### config.mk
export PLATFORM = sky130hd
export DESIGN_NAME = cbim_top
export DESIGN_NICKNAME = d
export VERILOG_FILES = /design/src/common/cbim_pkg.sv /design/src/design/cbim_top.sv /design/src/design/cbim_pack.sv /design/src/design/cbim_unpack.sv
export SDC_FILE = /design/constraint.sdc
export NUM_CORES = 1
export LEC_CHECK = 0
export ABC_AREA = 1
export BUFFER_PORTS_ARGS = -buffer_cell sky130_fd_sc_hd__clkbuf_2
export CAP_MARGIN = 20
export CELL_PAD_IN_SITES_DETAIL_PLACEMENT = 0
export CELL_PAD_IN_SITES_GLOBAL_PLACEMENT = 1
export CORE_MARGIN = 4
export CORE_UTILIZATION = 46
export DETAILED_ROUTE_END_ITERATION = 16
export PLACE_DENSITY = 0.95
export SLEW_MARGIN = 15
export SYNTH_ARGS = -nofsm -noshare
export SYNTH_HDL_FRONTEND = slang
export SYNTH_SLANG_ARGS = --single-unit
### constraint.sdc
create_clock -name clk -period 9.9 [get_ports clk]
set_input_delay 0.99 -clock clk [delete_from_list [all_inputs] [get_ports clk]]
set_output_delay 0.99 -clock clk [all_outputs]
set_load 0.05 [all_outputs]
### src/common/cbim_pkg.sv
// Shared constants and carrier types for the CAN buffer identifier map.
// Assumes one 40 MHz clock and a 32-bit Avalon-MM slave port.
`default_nettype none

package cbim_pkg;

  ////////////////////////////////////////////////////////////////////////////
  // Buffer geometry
  localparam int unsigned NTX = 3;               // Transmit buffers
  localparam int unsigned TXW = 2;               // Index width of a transmit buffer

  ////////////////////////////////////////////////////////////////////////////
  // Byte addresses of the register map
  localparam logic [5:0] OFS_RX_ID0  = 6'h00;
  localparam logic [5:0] OFS_RX_ID1  = 6'h04;
  localparam logic [5:0] OFS_RX_ID2  = 6'h08;
  localparam logic [5:0] OFS_RX_ID3  = 6'h0C;
  localparam logic [5:0] OFS_TX_ID0  = 6'h10;
  localparam logic [5:0] OFS_TX_ID1  = 6'h14;
  localparam logic [5:0] OFS_TX_ID2  = 6'h18;
  localparam logic [5:0] OFS_TX_ID3  = 6'h1C;
  localparam logic [5:0] OFS_TX_SEL  = 6'h20;
  localparam logic [5:0] OFS_FLAGS   = 6'h24;

  ////////////////////////////////////////////////////////////////////////////
  // Field positions
  localparam int unsigned B1_SRR     = 4;        // Extended mapping, ident_byte_1
  localparam int unsigned B1_IDE     = 3;        // Format flag, ident_byte_1
  localparam int unsigned B1_RTR_STD = 4;        // Standard mapping, ident_byte_1
  localparam int unsigned B3_RTR_EXT = 0;        // Extended mapping, ident_byte_3
  localparam int unsigned FL_RXFULL  = 8;        // Flags register, receive full
  localparam int unsigned FL_OVR     = 9;        // Flags register, receive overrun

  ////////////////////////////////////////////////////////////////////////////
  // Reset values
  localparam logic [NTX-1:0] RST_EMPTY = 3'h7;   // All transmit buffers free
  localparam logic [NTX-1:0] RST_SEL   = 3'h0;
  localparam logic [7:0]     RST_BYTE  = 8'h00;

  ////////////////////////////////////////////////////////////////////////////
  // Carriers
  typedef struct packed {
    logic        ext;                            // 1: 29-bit identifier
    logic        srr;
    logic        rtr;
    logic [28:0] id;                             // Standard uses id[10:0]
  } cbim_frame_t;

  typedef struct packed {
    logic        read;
    logic        write;
    logic [5:0]  address;
    logic [31:0] writedata;
    logic [3:0]  byteenable;
  } cbim_avs_req_t;

  typedef struct packed {
    logic [NTX-1:0][3:0][7:0] tx_id;
    logic [3:0][7:0]          rx_id;
    logic [NTX-1:0]           sel;
    logic [NTX-1:0]           empty;
    logic                     rx_full;
    logic                     overrun;
    logic                     ack;
    logic [31:0]              rdata;
    logic                     tx_valid;
    logic [TXW-1:0]           tx_idx;
    cbim_frame_t              tx_frame;
  } cbim_state_t;

endpackage

`default_nettype wire

### src/design/cbim_top.sv
// Identifier part of the CAN message buffers: three transmit buffers and one
// receive buffer, an Avalon-MM register port and a protocol engine port.
// Assumes the protocol engine runs on clk and drives its strobes synchronously.
//
// Behaviour
// Extended identifier is 29 bits, bit 28 most significant and sent first.
// The numerically smallest identifier has the highest priority.
// Extended layout: byte1 holds 20..18 and 17..15, byte2 14..7, byte3 6..0.
// Software writes 1 to the substitute-remote-request bit of transmit buffers.
// Receive buffers store the substitute-remote-request bit as received.
// Transmit format flag selects standard (0) or extended (1) identifier.
// Receive format flag is written with the received frame's format.
// Transmit remote flag sets RTR; extended mapping keeps it in byte3 bit 0.
// Receive remote flag holds the received RTR value.
// Standard identifier is 11 bits, bit 10 most significant and sent first.
// Standard byte0 holds identifier bits 10..3.
// Standard byte1 holds bits 2..0, remote flag at 4, format flag at 3.
// Receive bytes readable when full; transmit bytes when selected and empty.
// Buffer contents and unused bits carry no defined value.
// Standard transmit ignores byte1 bits 2..0 and bytes 2 and 3.
`default_nettype none

module cbim_top
  import cbim_pkg::*;
(
  input  wire logic           clk,
  input  wire logic           rstn,
  input  wire logic           ce,
  input  wire cbim_avs_req_t  avs_req,
  output logic [31:0]         avs_readdata,
  output logic                avs_waitrequest,
  output logic                tx_valid,
  output logic [TXW-1:0]      tx_idx,
  output cbim_frame_t         tx_frame,
  input  wire logic           tx_done,
  input  wire logic [TXW-1:0] tx_done_idx,
  input  wire logic           rx_store,
  input  wire cbim_frame_t    rx_frame,
  output logic                rx_full,
  output logic                rx_overrun
);

  cbim_state_t               s_q;
  cbim_state_t               s_d;
  cbim_frame_t [NTX-1:0]     pk_frame;
  logic [NTX-1:0][31:0]      pk_key;
  logic [3:0][7:0]           rx_bytes;

  ////////////////////////////////////////////////////////////////////////////
  // One packer per transmit buffer
  genvar gi;
  generate
    for (gi = 0; gi < NTX; gi++) begin : g_pack
      cbim_pack u_pack (
        .id_bytes (s_q.tx_id[gi]),
        .frame    (pk_frame[gi]),
        .arb_key  (pk_key[gi])
      );
    end
  endgenerate

  // Received header to stored byte layout
  cbim_unpack u_unpack (
    .frame    (rx_frame),
    .id_bytes (rx_bytes)
  );

  ////////////////////////////////////////////////////////////////////////////
  // Bus handshake: one wait cycle, then the answer
  logic       req_new;
  logic       wr_go;
  logic [7:0] wbyte;

  assign req_new         = (avs_req.read | avs_req.write) & ~s_q.ack;
  assign wr_go           = s_q.ack & avs_req.write & avs_req.byteenable[0];
  assign wbyte           = avs_req.writedata[7:0];
  assign avs_waitrequest = (avs_req.read | avs_req.write) & ~s_q.ack;

  ////////////////////////////////////////////////////////////////////////////
  // Selected transmit buffer and its access window
  logic [TXW-1:0] sel_idx;
  logic           tx_open;

  always_comb begin
    sel_idx = '0;
    for (int i = NTX - 1; i >= 0; i--) begin
      if (s_q.sel[i]) begin
        sel_idx = TXW'(i);
      end
    end
  end

  // Only a buffer software owns may be touched
  assign tx_open = |(s_q.sel & s_q.empty);

  ////////////////////////////////////////////////////////////////////////////
  // Read mux
  logic [31:0] rd_val;

  always_comb begin
    rd_val = 32'h00000000;
    if (avs_req.address == OFS_RX_ID0) begin
      if (s_q.rx_full) rd_val = {24'h000000, s_q.rx_id[0]};
    end else if (avs_req.address == OFS_RX_ID1) begin
      if (s_q.rx_full) rd_val = {24'h000000, s_q.rx_id[1]};
    end else if (avs_req.address == OFS_RX_ID2) begin
      if (s_q.rx_full) rd_val = {24'h000000, s_q.rx_id[2]};
    end else if (avs_req.address == OFS_RX_ID3) begin
      if (s_q.rx_full) rd_val = {24'h000000, s_q.rx_id[3]};
    end else if (avs_req.address == OFS_TX_ID0) begin
      if (tx_open) rd_val = {24'h000000, s_q.tx_id[sel_idx][0]};
    end else if (avs_req.address == OFS_TX_ID1) begin
      if (tx_open) rd_val = {24'h000000, s_q.tx_id[sel_idx][1]};
    end else if (avs_req.address == OFS_TX_ID2) begin
      if (tx_open) rd_val = {24'h000000, s_q.tx_id[sel_idx][2]};
    end else if (avs_req.address == OFS_TX_ID3) begin
      if (tx_open) rd_val = {24'h000000, s_q.tx_id[sel_idx][3]};
    end else if (avs_req.address == OFS_TX_SEL) begin
      rd_val = {29'h00000000, s_q.sel};
    end else if (avs_req.address == OFS_FLAGS) begin
      rd_val = {22'h000000, s_q.overrun, s_q.rx_full, 5'h00, s_q.empty};
    end
  end

  ////////////////////////////////////////////////////////////////////////////
  // Transmit arbitration among queued buffers
  logic           arb_found;
  logic [TXW-1:0] arb_idx;
  logic [31:0]    arb_best;

  always_comb begin
    arb_found = 1'b0;
    arb_idx   = '0;
    arb_best  = 32'hFFFFFFFF;
    for (int i = 0; i < NTX; i++) begin
      // Strict less-than keeps the lower index on a tie
      if (!s_q.empty[i] && (!arb_found || pk_key[i] < arb_best)) begin
        arb_found = 1'b1;
        arb_idx   = TXW'(i);
        arb_best  = pk_key[i];
      end
    end
  end

  ////////////////////////////////////////////////////////////////////////////
  // Next state
  logic           clr_rx;
  logic           clr_ovr;
  logic [NTX-1:0] sel_low;

  always_comb begin
    s_d     = s_q;
    s_d.ack = req_new;
    clr_rx  = wr_go && avs_req.address == OFS_FLAGS && avs_req.writedata[FL_RXFULL];
    clr_ovr = wr_go && avs_req.address == OFS_FLAGS && avs_req.writedata[FL_OVR];
    sel_low = wbyte[NTX-1:0] & (~wbyte[NTX-1:0] + 3'h1);

    // Answer latched one cycle before the master samples it
    if (req_new) begin
      s_d.rdata = avs_req.read ? rd_val : 32'h00000000;
    end

    // Register writes; receive bytes have no write path
    if (wr_go) begin
      if (avs_req.address == OFS_TX_ID0) begin
        if (tx_open) s_d.tx_id[sel_idx][0] = wbyte;
      end else if (avs_req.address == OFS_TX_ID1) begin
        if (tx_open) s_d.tx_id[sel_idx][1] = wbyte;
      end else if (avs_req.address == OFS_TX_ID2) begin
        if (tx_open) s_d.tx_id[sel_idx][2] = wbyte;
      end else if (avs_req.address == OFS_TX_ID3) begin
        if (tx_open) s_d.tx_id[sel_idx][3] = wbyte;
      end else if (avs_req.address == OFS_TX_SEL) begin
        s_d.sel = sel_low;       // Lowest requested buffer wins the window
      end else if (avs_req.address == OFS_FLAGS) begin
        // Writing 1 hands a buffer to the engine
        s_d.empty = s_q.empty & ~wbyte[NTX-1:0];
      end
    end

    // Clears first, so a same-cycle set survives
    if (clr_rx)  s_d.rx_full = 1'b0;
    if (clr_ovr) s_d.overrun = 1'b0;

    // Engine finished a buffer: back to software
    if (tx_done) begin
      s_d.empty[tx_done_idx] = 1'b1;
    end

    // Store only into a free buffer, else flag the loss
    if (rx_store) begin
      if (!s_q.rx_full || clr_rx) begin
        s_d.rx_id   = rx_bytes;
        s_d.rx_full = 1'b1;
      end else begin
        s_d.overrun = 1'b1;
      end
    end

    // Registered frame offer to the engine
    s_d.tx_valid = arb_found;
    s_d.tx_idx   = arb_idx;
    s_d.tx_frame = pk_frame[arb_idx];
  end

  ////////////////////////////////////////////////////////////////////////////
  // State register; storage takes zero at reset though software may not rely on it
  always_ff @(posedge clk or negedge rstn) begin
    if (!rstn) begin
      s_q          <= '0;
      s_q.empty    <= RST_EMPTY;
      s_q.sel      <= RST_SEL;
    end else if (ce) begin
      s_q <= s_d;
    end
  end

  ////////////////////////////////////////////////////////////////////////////
  // Outputs
  assign avs_readdata = s_q.rdata;
  assign tx_valid     = s_q.tx_valid;
  assign tx_idx       = s_q.tx_idx;
  assign tx_frame     = s_q.tx_frame;
  assign rx_full      = s_q.rx_full;
  assign rx_overrun   = s_q.overrun;

endmodule

`default_nettype wire

### src/design/cbim_pack.sv
// Turns the four identifier bytes of one buffer into a frame header and
// an arbitration key. Purely combinational; the caller registers results.
`default_nettype none

module cbim_pack
  import cbim_pkg::*;
(
  input  wire logic [3:0][7:0] id_bytes,
  output cbim_frame_t          frame,
  output logic [31:0]          arb_key
);

  ////////////////////////////////////////////////////////////////////////////
  // Byte layout to header fields
  always_comb begin
    frame.ext = id_bytes[1][B1_IDE];
    if (frame.ext) begin
      frame.id  = {id_bytes[0], id_bytes[1][7:5], id_bytes[1][2:0],
                   id_bytes[2], id_bytes[3][7:1]};
      frame.rtr = id_bytes[3][B3_RTR_EXT];
      frame.srr = id_bytes[1][B1_SRR];
    end else begin
      // Bytes 2, 3 and low bits of byte 1 play no part here
      frame.id  = {18'h00000, id_bytes[0], id_bytes[1][7:5]};
      frame.rtr = id_bytes[1][B1_RTR_STD];
      frame.srr = 1'b0;
    end
  end

  ////////////////////////////////////////////////////////////////////////////
  // Key in bus bit order: a lower key wins arbitration
  always_comb begin
    if (frame.ext) begin
      arb_key = {frame.id[28:18], frame.srr, 1'b1, frame.id[17:0], frame.rtr};
    end else begin
      arb_key = {frame.id[10:0], frame.rtr, 1'b0, 19'h00000};
    end
  end

endmodule

`default_nettype wire

### src/design/cbim_unpack.sv
// Turns a received frame header into the four identifier bytes stored
// in the receive buffer. Purely combinational.
`default_nettype none

module cbim_unpack
  import cbim_pkg::*;
(
  input  wire cbim_frame_t     frame,
  output logic [3:0][7:0]      id_bytes
);

  ////////////////////////////////////////////////////////////////////////////
  // Header fields to byte layout; unused positions are stored as zero
  always_comb begin
    if (frame.ext) begin
      id_bytes[0] = frame.id[28:21];
      id_bytes[1] = {frame.id[20:18], frame.srr, 1'b1, frame.id[17:15]};
      id_bytes[2] = frame.id[14:7];
      id_bytes[3] = {frame.id[6:0], frame.rtr};
    end else begin
      id_bytes[0] = frame.id[10:3];
      id_bytes[1] = {frame.id[2:0], frame.rtr, 1'b0, 3'h0};
      id_bytes[2] = RST_BYTE;
      id_bytes[3] = RST_BYTE;
    end
  end

endmodule

`default_nettype wire

==> reports/metrics.csv, run 1 <==
stage,metric,value,unit
clocking,hold_buffers,0,
layout,diodes,0,
clocking,cts-root-buf,clkbuf_16,
layout,area_growth_syn_to_layout,6.22,%
clocking,cts_tree,built,
setup_path,critPathRequiredTime,10.23,ns
flow_run,maxCapViolations,0,
setup_path,r2r_end,tx_frame[10]$_DFFE_PN0P_,
setup_path,r2r_start,s_q[70]$_DFFE_PN1P_,
die,start_util,47.1,%
hold_path,min_path_cells,2,
clocking,postCtsSetupRepairBufs,0,
synthesis,synthSimpleGateAreaFrac,23.7,%
synthesis,synthXorXnorAreaFrac,0,%
setup_path,crit_start,s_q[70]$_DFFE_PN1P_,
timing,max_slew_margin,31.4,%
setup_path,path_class,reg -> reg,
detailed_routing,vias_per_cell,5.65,
timing,rsz0062_at_grt,no,
synthesis,synth_edf_count,0,
synthesis,yosys_register_bits,182,
clocking,worstSkewPairLatency,0.45,ns
synthesis,synth.area.mux_share,0,%
global_routing,grt_pass1_vias,10581,
clocking,cts_max_path_buffers,2,
clocking,cts-htree-levels,4,
setup_path,start_kind,register,
clocking,cts_made_buffers,17,
setup_path,critPathArrivalTime,6.60,ns
setup_path,r2r_cells,27,
layout,drive_above_1_share,9.63,%
place,placed_area,12100,sq um
timing,tns,0,ns
layout,final_cell_mix,"486 x nand2_1, 196 x o21ai_0, 178 x dfrtp_1",
die,core.rowCount,58,
synthesis,synth_top_family_by_area,simple AND/OR/NAND/NOR gates,
global_routing,overflow,0,
synthesis,synth-compound-area-share,18.6,%
synthesis,syn_inst,1672,
timing,finalCritPeriodShare,63.3,%
synthesis,yosysUniqueCellTypes,43,
outcome,status,finished clean,
layout,post-route-util,50.0,%
clocking,post_cts_resized,0,
synthesis,post_synth_instance_area,11900,sq um
global_routing,grt_pass1_wl,58500,um
layout,mostFrequentLayoutCell,nand2_1,
detailed_routing,drtPass1Iterations,6,
die,io_pins,153,
clocking,path_clk_slew,0.08,ns
timing,tightest_slew,1.03,ns
power,peakVddDrop,0.0000828,V
setup_path,endpoint,tx_frame[10]$_DFFE_PN0P_,
timing,min_period,6.26,ns
die,dieArea,28600,sq um
timing,fmax,160,MHz
setup_path,crit_fanout,36,
detailed_routing,drc,0,
power,total_power,1.65,mW
synthesis,synthFlopType,dfrtp_1,
timing,fin_skew,0.0124,ns
detailed_routing,drt_iter0_markers,1081,
synthesis,yosys_warnings,0,
die,core_area,25300,sq um
place,port_buffers,105,
synthesis,async_flop_share,100,%
place,dp.cells,1959,
timing,hold_viol,0,
global_routing,gr-usage-all-layers,25.9,%
global_routing,antenna_found_initial,0,
synthesis,synthAdderAreaFrac,6.50,%
detailed_routing,drtAntennaViolNets,0,
place,gp_congestion,0.949,
synthesis,synth.avg_cell_area,7.14,sq um
place,hpwlAfterDp,26600,um
layout,nets,1794,
clocking,numClockSinks,182,
die,fp.dieH,169,um
synthesis,yosysSeqAreaShare,38.2,%
timing,setup_viol,0,
setup_path,setup.worst_path.end_class,register,
global_routing,grt_max_degree,109,
timing,maxSlewViolCount,0,
detailed_routing,num_vias,11245,
layout,fin_area,12700,sq um
setup_path,r2r_setup_slack,3.64,ns
layout,fin_cells,1992,
power,power_density,130,nW/um^2
detailed_routing,routed_wirelength,37200,um
power,p_leak,6.67,nW
hold_path,min-delay-path-class,reg -> reg,
die,die_width,169,um
detailed_routing,avgRoutedWirePerCell,18.7,um
[critical path, cell delays in order (launching register included)]
cell      delay, ns
dfstp_2        1.11
a21oi_1        0.13
ha_1           0.35
a21oi_1        0.15
nor2_1         0.06
a211oi_1       0.20
nand2_1        0.16
nand2_1        0.09
nand2_1        0.08
nand2_1        0.07
nand2_1        0.10
nand2_2        0.09
nand2_2        0.05
inv_1          0.60
buf_4          0.37
nand2_1        0.10
o21a_1         0.12
ha_1           0.30
nand4_1        0.14
or3_1          0.38
nor4_1         0.21
nand2_1        0.11
nand2_1        0.11
nand2_4        0.26
nand2_4        0.44
nand2_1        0.09
nand3_1        0.15
nand2_1        0.08
[flip-flops by register name, indices dropped and copies added, names as in the netlist]
| name | count |
|---|---|
| s_q | 135 |
| tx_frame | 32 |
| avs_readdata | 10 |
| tx_idx | 2 |
| rx_full | 1 |
| rx_overrun | 1 |
| tx_valid | 1 |
[cell usage after synthesis (6+ instances only)]
cell type  number  share of area, %
nand2_1       486                15
o21ai_0       196               8.2
dfrtp_1       179                38
inv_1         156               4.9
a21oi_1       103               4.3
clkbuf_1       95               3.0
nand3_1        93               3.9
nor2_1         87               2.7
buf_4          71               4.5
ha_1           62               6.5
nand4_1        19               1.0
o21a_1         11              0.69
o31ai_1         9              0.57
a221oi_1        8              0.59
o211ai_1        8              0.50
o22ai_1         8              0.42
a31oi_1         7              0.37
buf_1           7              0.22
o221ai_1        7              0.51
a32o_1          6              0.50
[layout make-up]
| class | count | area (sq um) |
|---|---|---|
| well taps | 330 | 413 |
| multi-input cells | 1173 | 5900 |
| repair buffers | 116 | 612 |
| clock inverters | 15 | 168 |
| inverters | 159 | 597 |
| clock buffers | 17 | 425 |
| fillers | 2485 | 12700 |
| flip-flops and latches | 182 | 4560 |
[worst min path at each step]
| stage | start | endpoint | slack (ns) |
|---|---|---|---|
| 6_report | tx_frame[14]$_DFFE_PN0P_ | tx_frame[14]$_DFFE_PN0P_ | 0.48 |
| 5_1_grt | tx_frame[14]$_DFFE_PN0P_ | tx_frame[14]$_DFFE_PN0P_ | 0.50 |
| 4_1_cts | tx_frame[14]$_DFFE_PN0P_ | tx_frame[14]$_DFFE_PN0P_ | 0.49 |
| 3_5_place_dp | tx_frame[14]$_DFFE_PN0P_ | tx_frame[14]$_DFFE_PN0P_ | 0.47 |
| 3_3_place_gp | tx_frame[14]$_DFFE_PN0P_ | tx_frame[14]$_DFFE_PN0P_ | 0.46 |
| 2_1_floorplan | tx_frame[11]$_DFFE_PN0P_ | tx_frame[11]$_DFFE_PN0P_ | 0.45 |
[cell families (layout without fill, tap and decap cells)]
group           Yosys count  in the layout
buf+inv                 338            307
simple gates            699            699
other cells               1             22
flops                   182            182
fa+ha+maj                62             62
compound gates          390            390
[report_power, final]
part,switching (mW),total (mW),internal [mW]
Sequential,0.0126,0.768,0.756
Clock,0.350,0.694,0.344
Combinational,0.142,0.189,0.0469
Total,0.505,1.65,1.15
[per-layer routing]
layer,global-route usage [%],wire length (um)
met3,4.46,3270
met4,11.3,1590
met2,40.3,16600
met5,0,0
met1,35.6,15700
[through the flow]
stage                     hold slack [ns]  setup slack, ns
after floorplan                     0.450             5.54
final                               0.483             3.64
after CTS                           0.487             3.80
after global placement              0.462             3.85
after detailed placement            0.466             3.83
after global routing                0.503             3.12
Note: power is estimated with default switching activity, not from simulation.
==> inputs of run 2 (changes only) <==
Settings changed: CORE_UTILIZATION 46 to 39, PLACE_DENSITY 0.95 to 0.87.
Clock period 9.9 ns to 5.1 ns, I/O delays scaled along.
==> reports/metrics.csv, run 2 (same netlist as run 1, synthesis figures left out) <==
stage,metric,value,unit
detailed_routing,drc,0,
setup_path,setup.worst_path.end_class,register,
outcome,status,finished clean,
layout,diodes,0,
detailed_routing,drtAntennaViolNets,0,
global_routing,antenna_found_initial,0,
timing,max_slew_margin,32.1,%
power,power_density,248,nW/um^2
power,peakVddDrop,0.000215,V
detailed_routing,num_vias,11265,
layout,final_cell_mix,"486 x nand2_1, 196 x o21ai_0, 178 x dfrtp_1",
timing,min_period,4.63,ns
power,p_leak,6.87,nW
setup_path,slowest_stage,dfstp_2,
die,fp.dieH,183,um
layout,fin_cells,2088,
clocking,cts_max_path_buffers,2,
layout,mostFrequentLayoutCell,nand2_1,
die,core.rowCount,63,
die,start_util,39.9,%
clocking,numClockSinks,182,
timing,fin_ws,0.474,ns
place,gp_congestion,0.929,
detailed_routing,drtPass1Iterations,5,
setup_path,r2r_end,tx_frame[22]$_DFFE_PN0P_,
clocking,cts_made_buffers,17,
setup_path,r2r_start,s_q[70]$_DFFE_PN1P_,
setup_path,path_class,reg -> reg,
flow_run,maxCapViolations,0,
place,dp_slack,0.316,ns
layout,drive_above_1_share,11.6,%
setup_path,max_stage_delay,0.56,ns
place,dp.cells,2056,
layout,largest_register_ffs,135,
setup_path,r2r_setup_slack,0.47,ns
clocking,cts_tree,built,
place,port_buffers,105,
setup_path,crit_fanout,27,
global_routing,overflow,0,
timing,hold_viol,0,
clocking,cts-root-buf,clkbuf_16,
layout,post-route-util,43.8,%
die,io_pins,153,
setup_path,critPathArrivalTime,4.96,ns
timing,fmax,216,MHz
timing,fin_skew,0.0189,ns
detailed_routing,avgRoutedWirePerCell,18.4,um
detailed_routing,routed_wirelength,38400,um
power,total_power,3.25,mW
setup_path,start_kind,register,
global_routing,grt_max_degree,90,
layout,nets,1830,
global_routing,grt_pass1_vias,10675,
hold_path,min-delay-path-class,in -> async,
clocking,path_clk_slew,0.08,ns
timing,rsz0062_at_grt,no,
setup_path,critPathRequiredTime,5.43,ns
timing,setup_viol,0,
clocking,cts-htree-levels,4,
setup_path,cp_common_cell,nand2_1,
global_routing,grt_pass1_wl,60900,um
timing,tns,0,ns
die,die_width,183,um
detailed_routing,vias_per_cell,5.40,
die,dieArea,33500,sq um
global_routing,gr-usage-all-layers,22.9,%
place,hpwlAfterDp,29100,um
detailed_routing,drt_iter0_markers,1051,
layout,top_register,s_q,
layout,area_growth_syn_to_layout,9.75,%
timing,finalCritPeriodShare,90.7,%
setup_path,r2r_cells,28,
die,core_area,29900,sq um
clocking,postCtsSetupRepairBufs,0,
clocking,worstSkewPairLatency,0.45,ns
timing,tightest_slew,1.02,ns
timing,maxSlewViolCount,0,
## run 2: cell types whose count changed in the layout (fill, tap and decap cells not counted), moves of 2 or more
cell	before	now
clkinv_8	1	6
buf_12	0	3
inv_8	6	3
clkinv_4	2	0
buf_4	10	44
## run 2: area by class of cell
| type | count | area [sq um] |
|---|---|---|
| Sequential cell | 182 | 4560 |
| Multi-Input combinational cell | 1173 | 5920 |
| Tap cell | 390 | 488 |
| Clock inverter | 15 | 190 |
| Inverter | 159 | 597 |
| Fill cell | 3088 | 16800 |
| Timing Repair Buffer | 152 | 922 |
| Clock buffer | 17 | 425 |
## run 2: how the worst max path moves through the flow
stage                                     from                       end  slack (ns)
after global placement    s_q[151]$_DFFE_PN0P_  tx_frame[22]$_DFFE_PN0P_        0.38
final                      s_q[70]$_DFFE_PN1P_  tx_frame[22]$_DFFE_PN0P_        0.47
after global routing      s_q[119]$_DFFE_PN0P_  tx_frame[31]$_DFFE_PN0P_        0.05
after detailed placement  s_q[151]$_DFFE_PN0P_  tx_frame[22]$_DFFE_PN0P_        0.32
after floorplan           s_q[119]$_DFFE_PN0P_  tx_frame[12]$_DFFE_PN0P_        0.74
after CTS                 s_q[151]$_DFFE_PN0P_  tx_frame[22]$_DFFE_PN0P_        0.28
## run 2: critical path, delay by kind of cell, from the launching register on
kind | cells | cell delay (ns)
buf+inv | 5 | 0.84
simple gates | 19 | 2.04
flops | 1 | 0.56
compound gates | 2 | 0.43
fa+ha+maj | 2 | 0.60
## run 2: timing repair
action                     in CTS  in global routing
gates resized for setup         0                  3
hold buffers                    0                  0
hold endpoints to repair        0                  0
setup endpoints to repair       0                 31
## run 2: power by group
group	switching [mW]	leakage [nW]	internal [mW]
Combinational	0.284	4.14	0.104
Sequential	0.0175	2.43	1.47
Clock	0.702	0.295	0.672
Total	1.00	6.87	2.24
## run 2: metrics by stage
step                      hold WS (ns)  cell area, sq um
after global routing             0.195             13100
after global placement           0.463             12500
after detailed placement         0.466             12500
final                            0.121             13100
after CTS                        0.149             13100
after floorplan                  0.214             12000
## run 2: metal layers
layer | part of all wire [%] | vias to the layer above | track usage [%]
met2 | 45 | 478 | 35.5
li1 | - | 5443 | -
met4 | 2.6 | 0 | 6.79
met5 | 0 | - | 0
met1 | 45 | 5273 | 33.3
met3 | 7.7 | 71 | 3.61
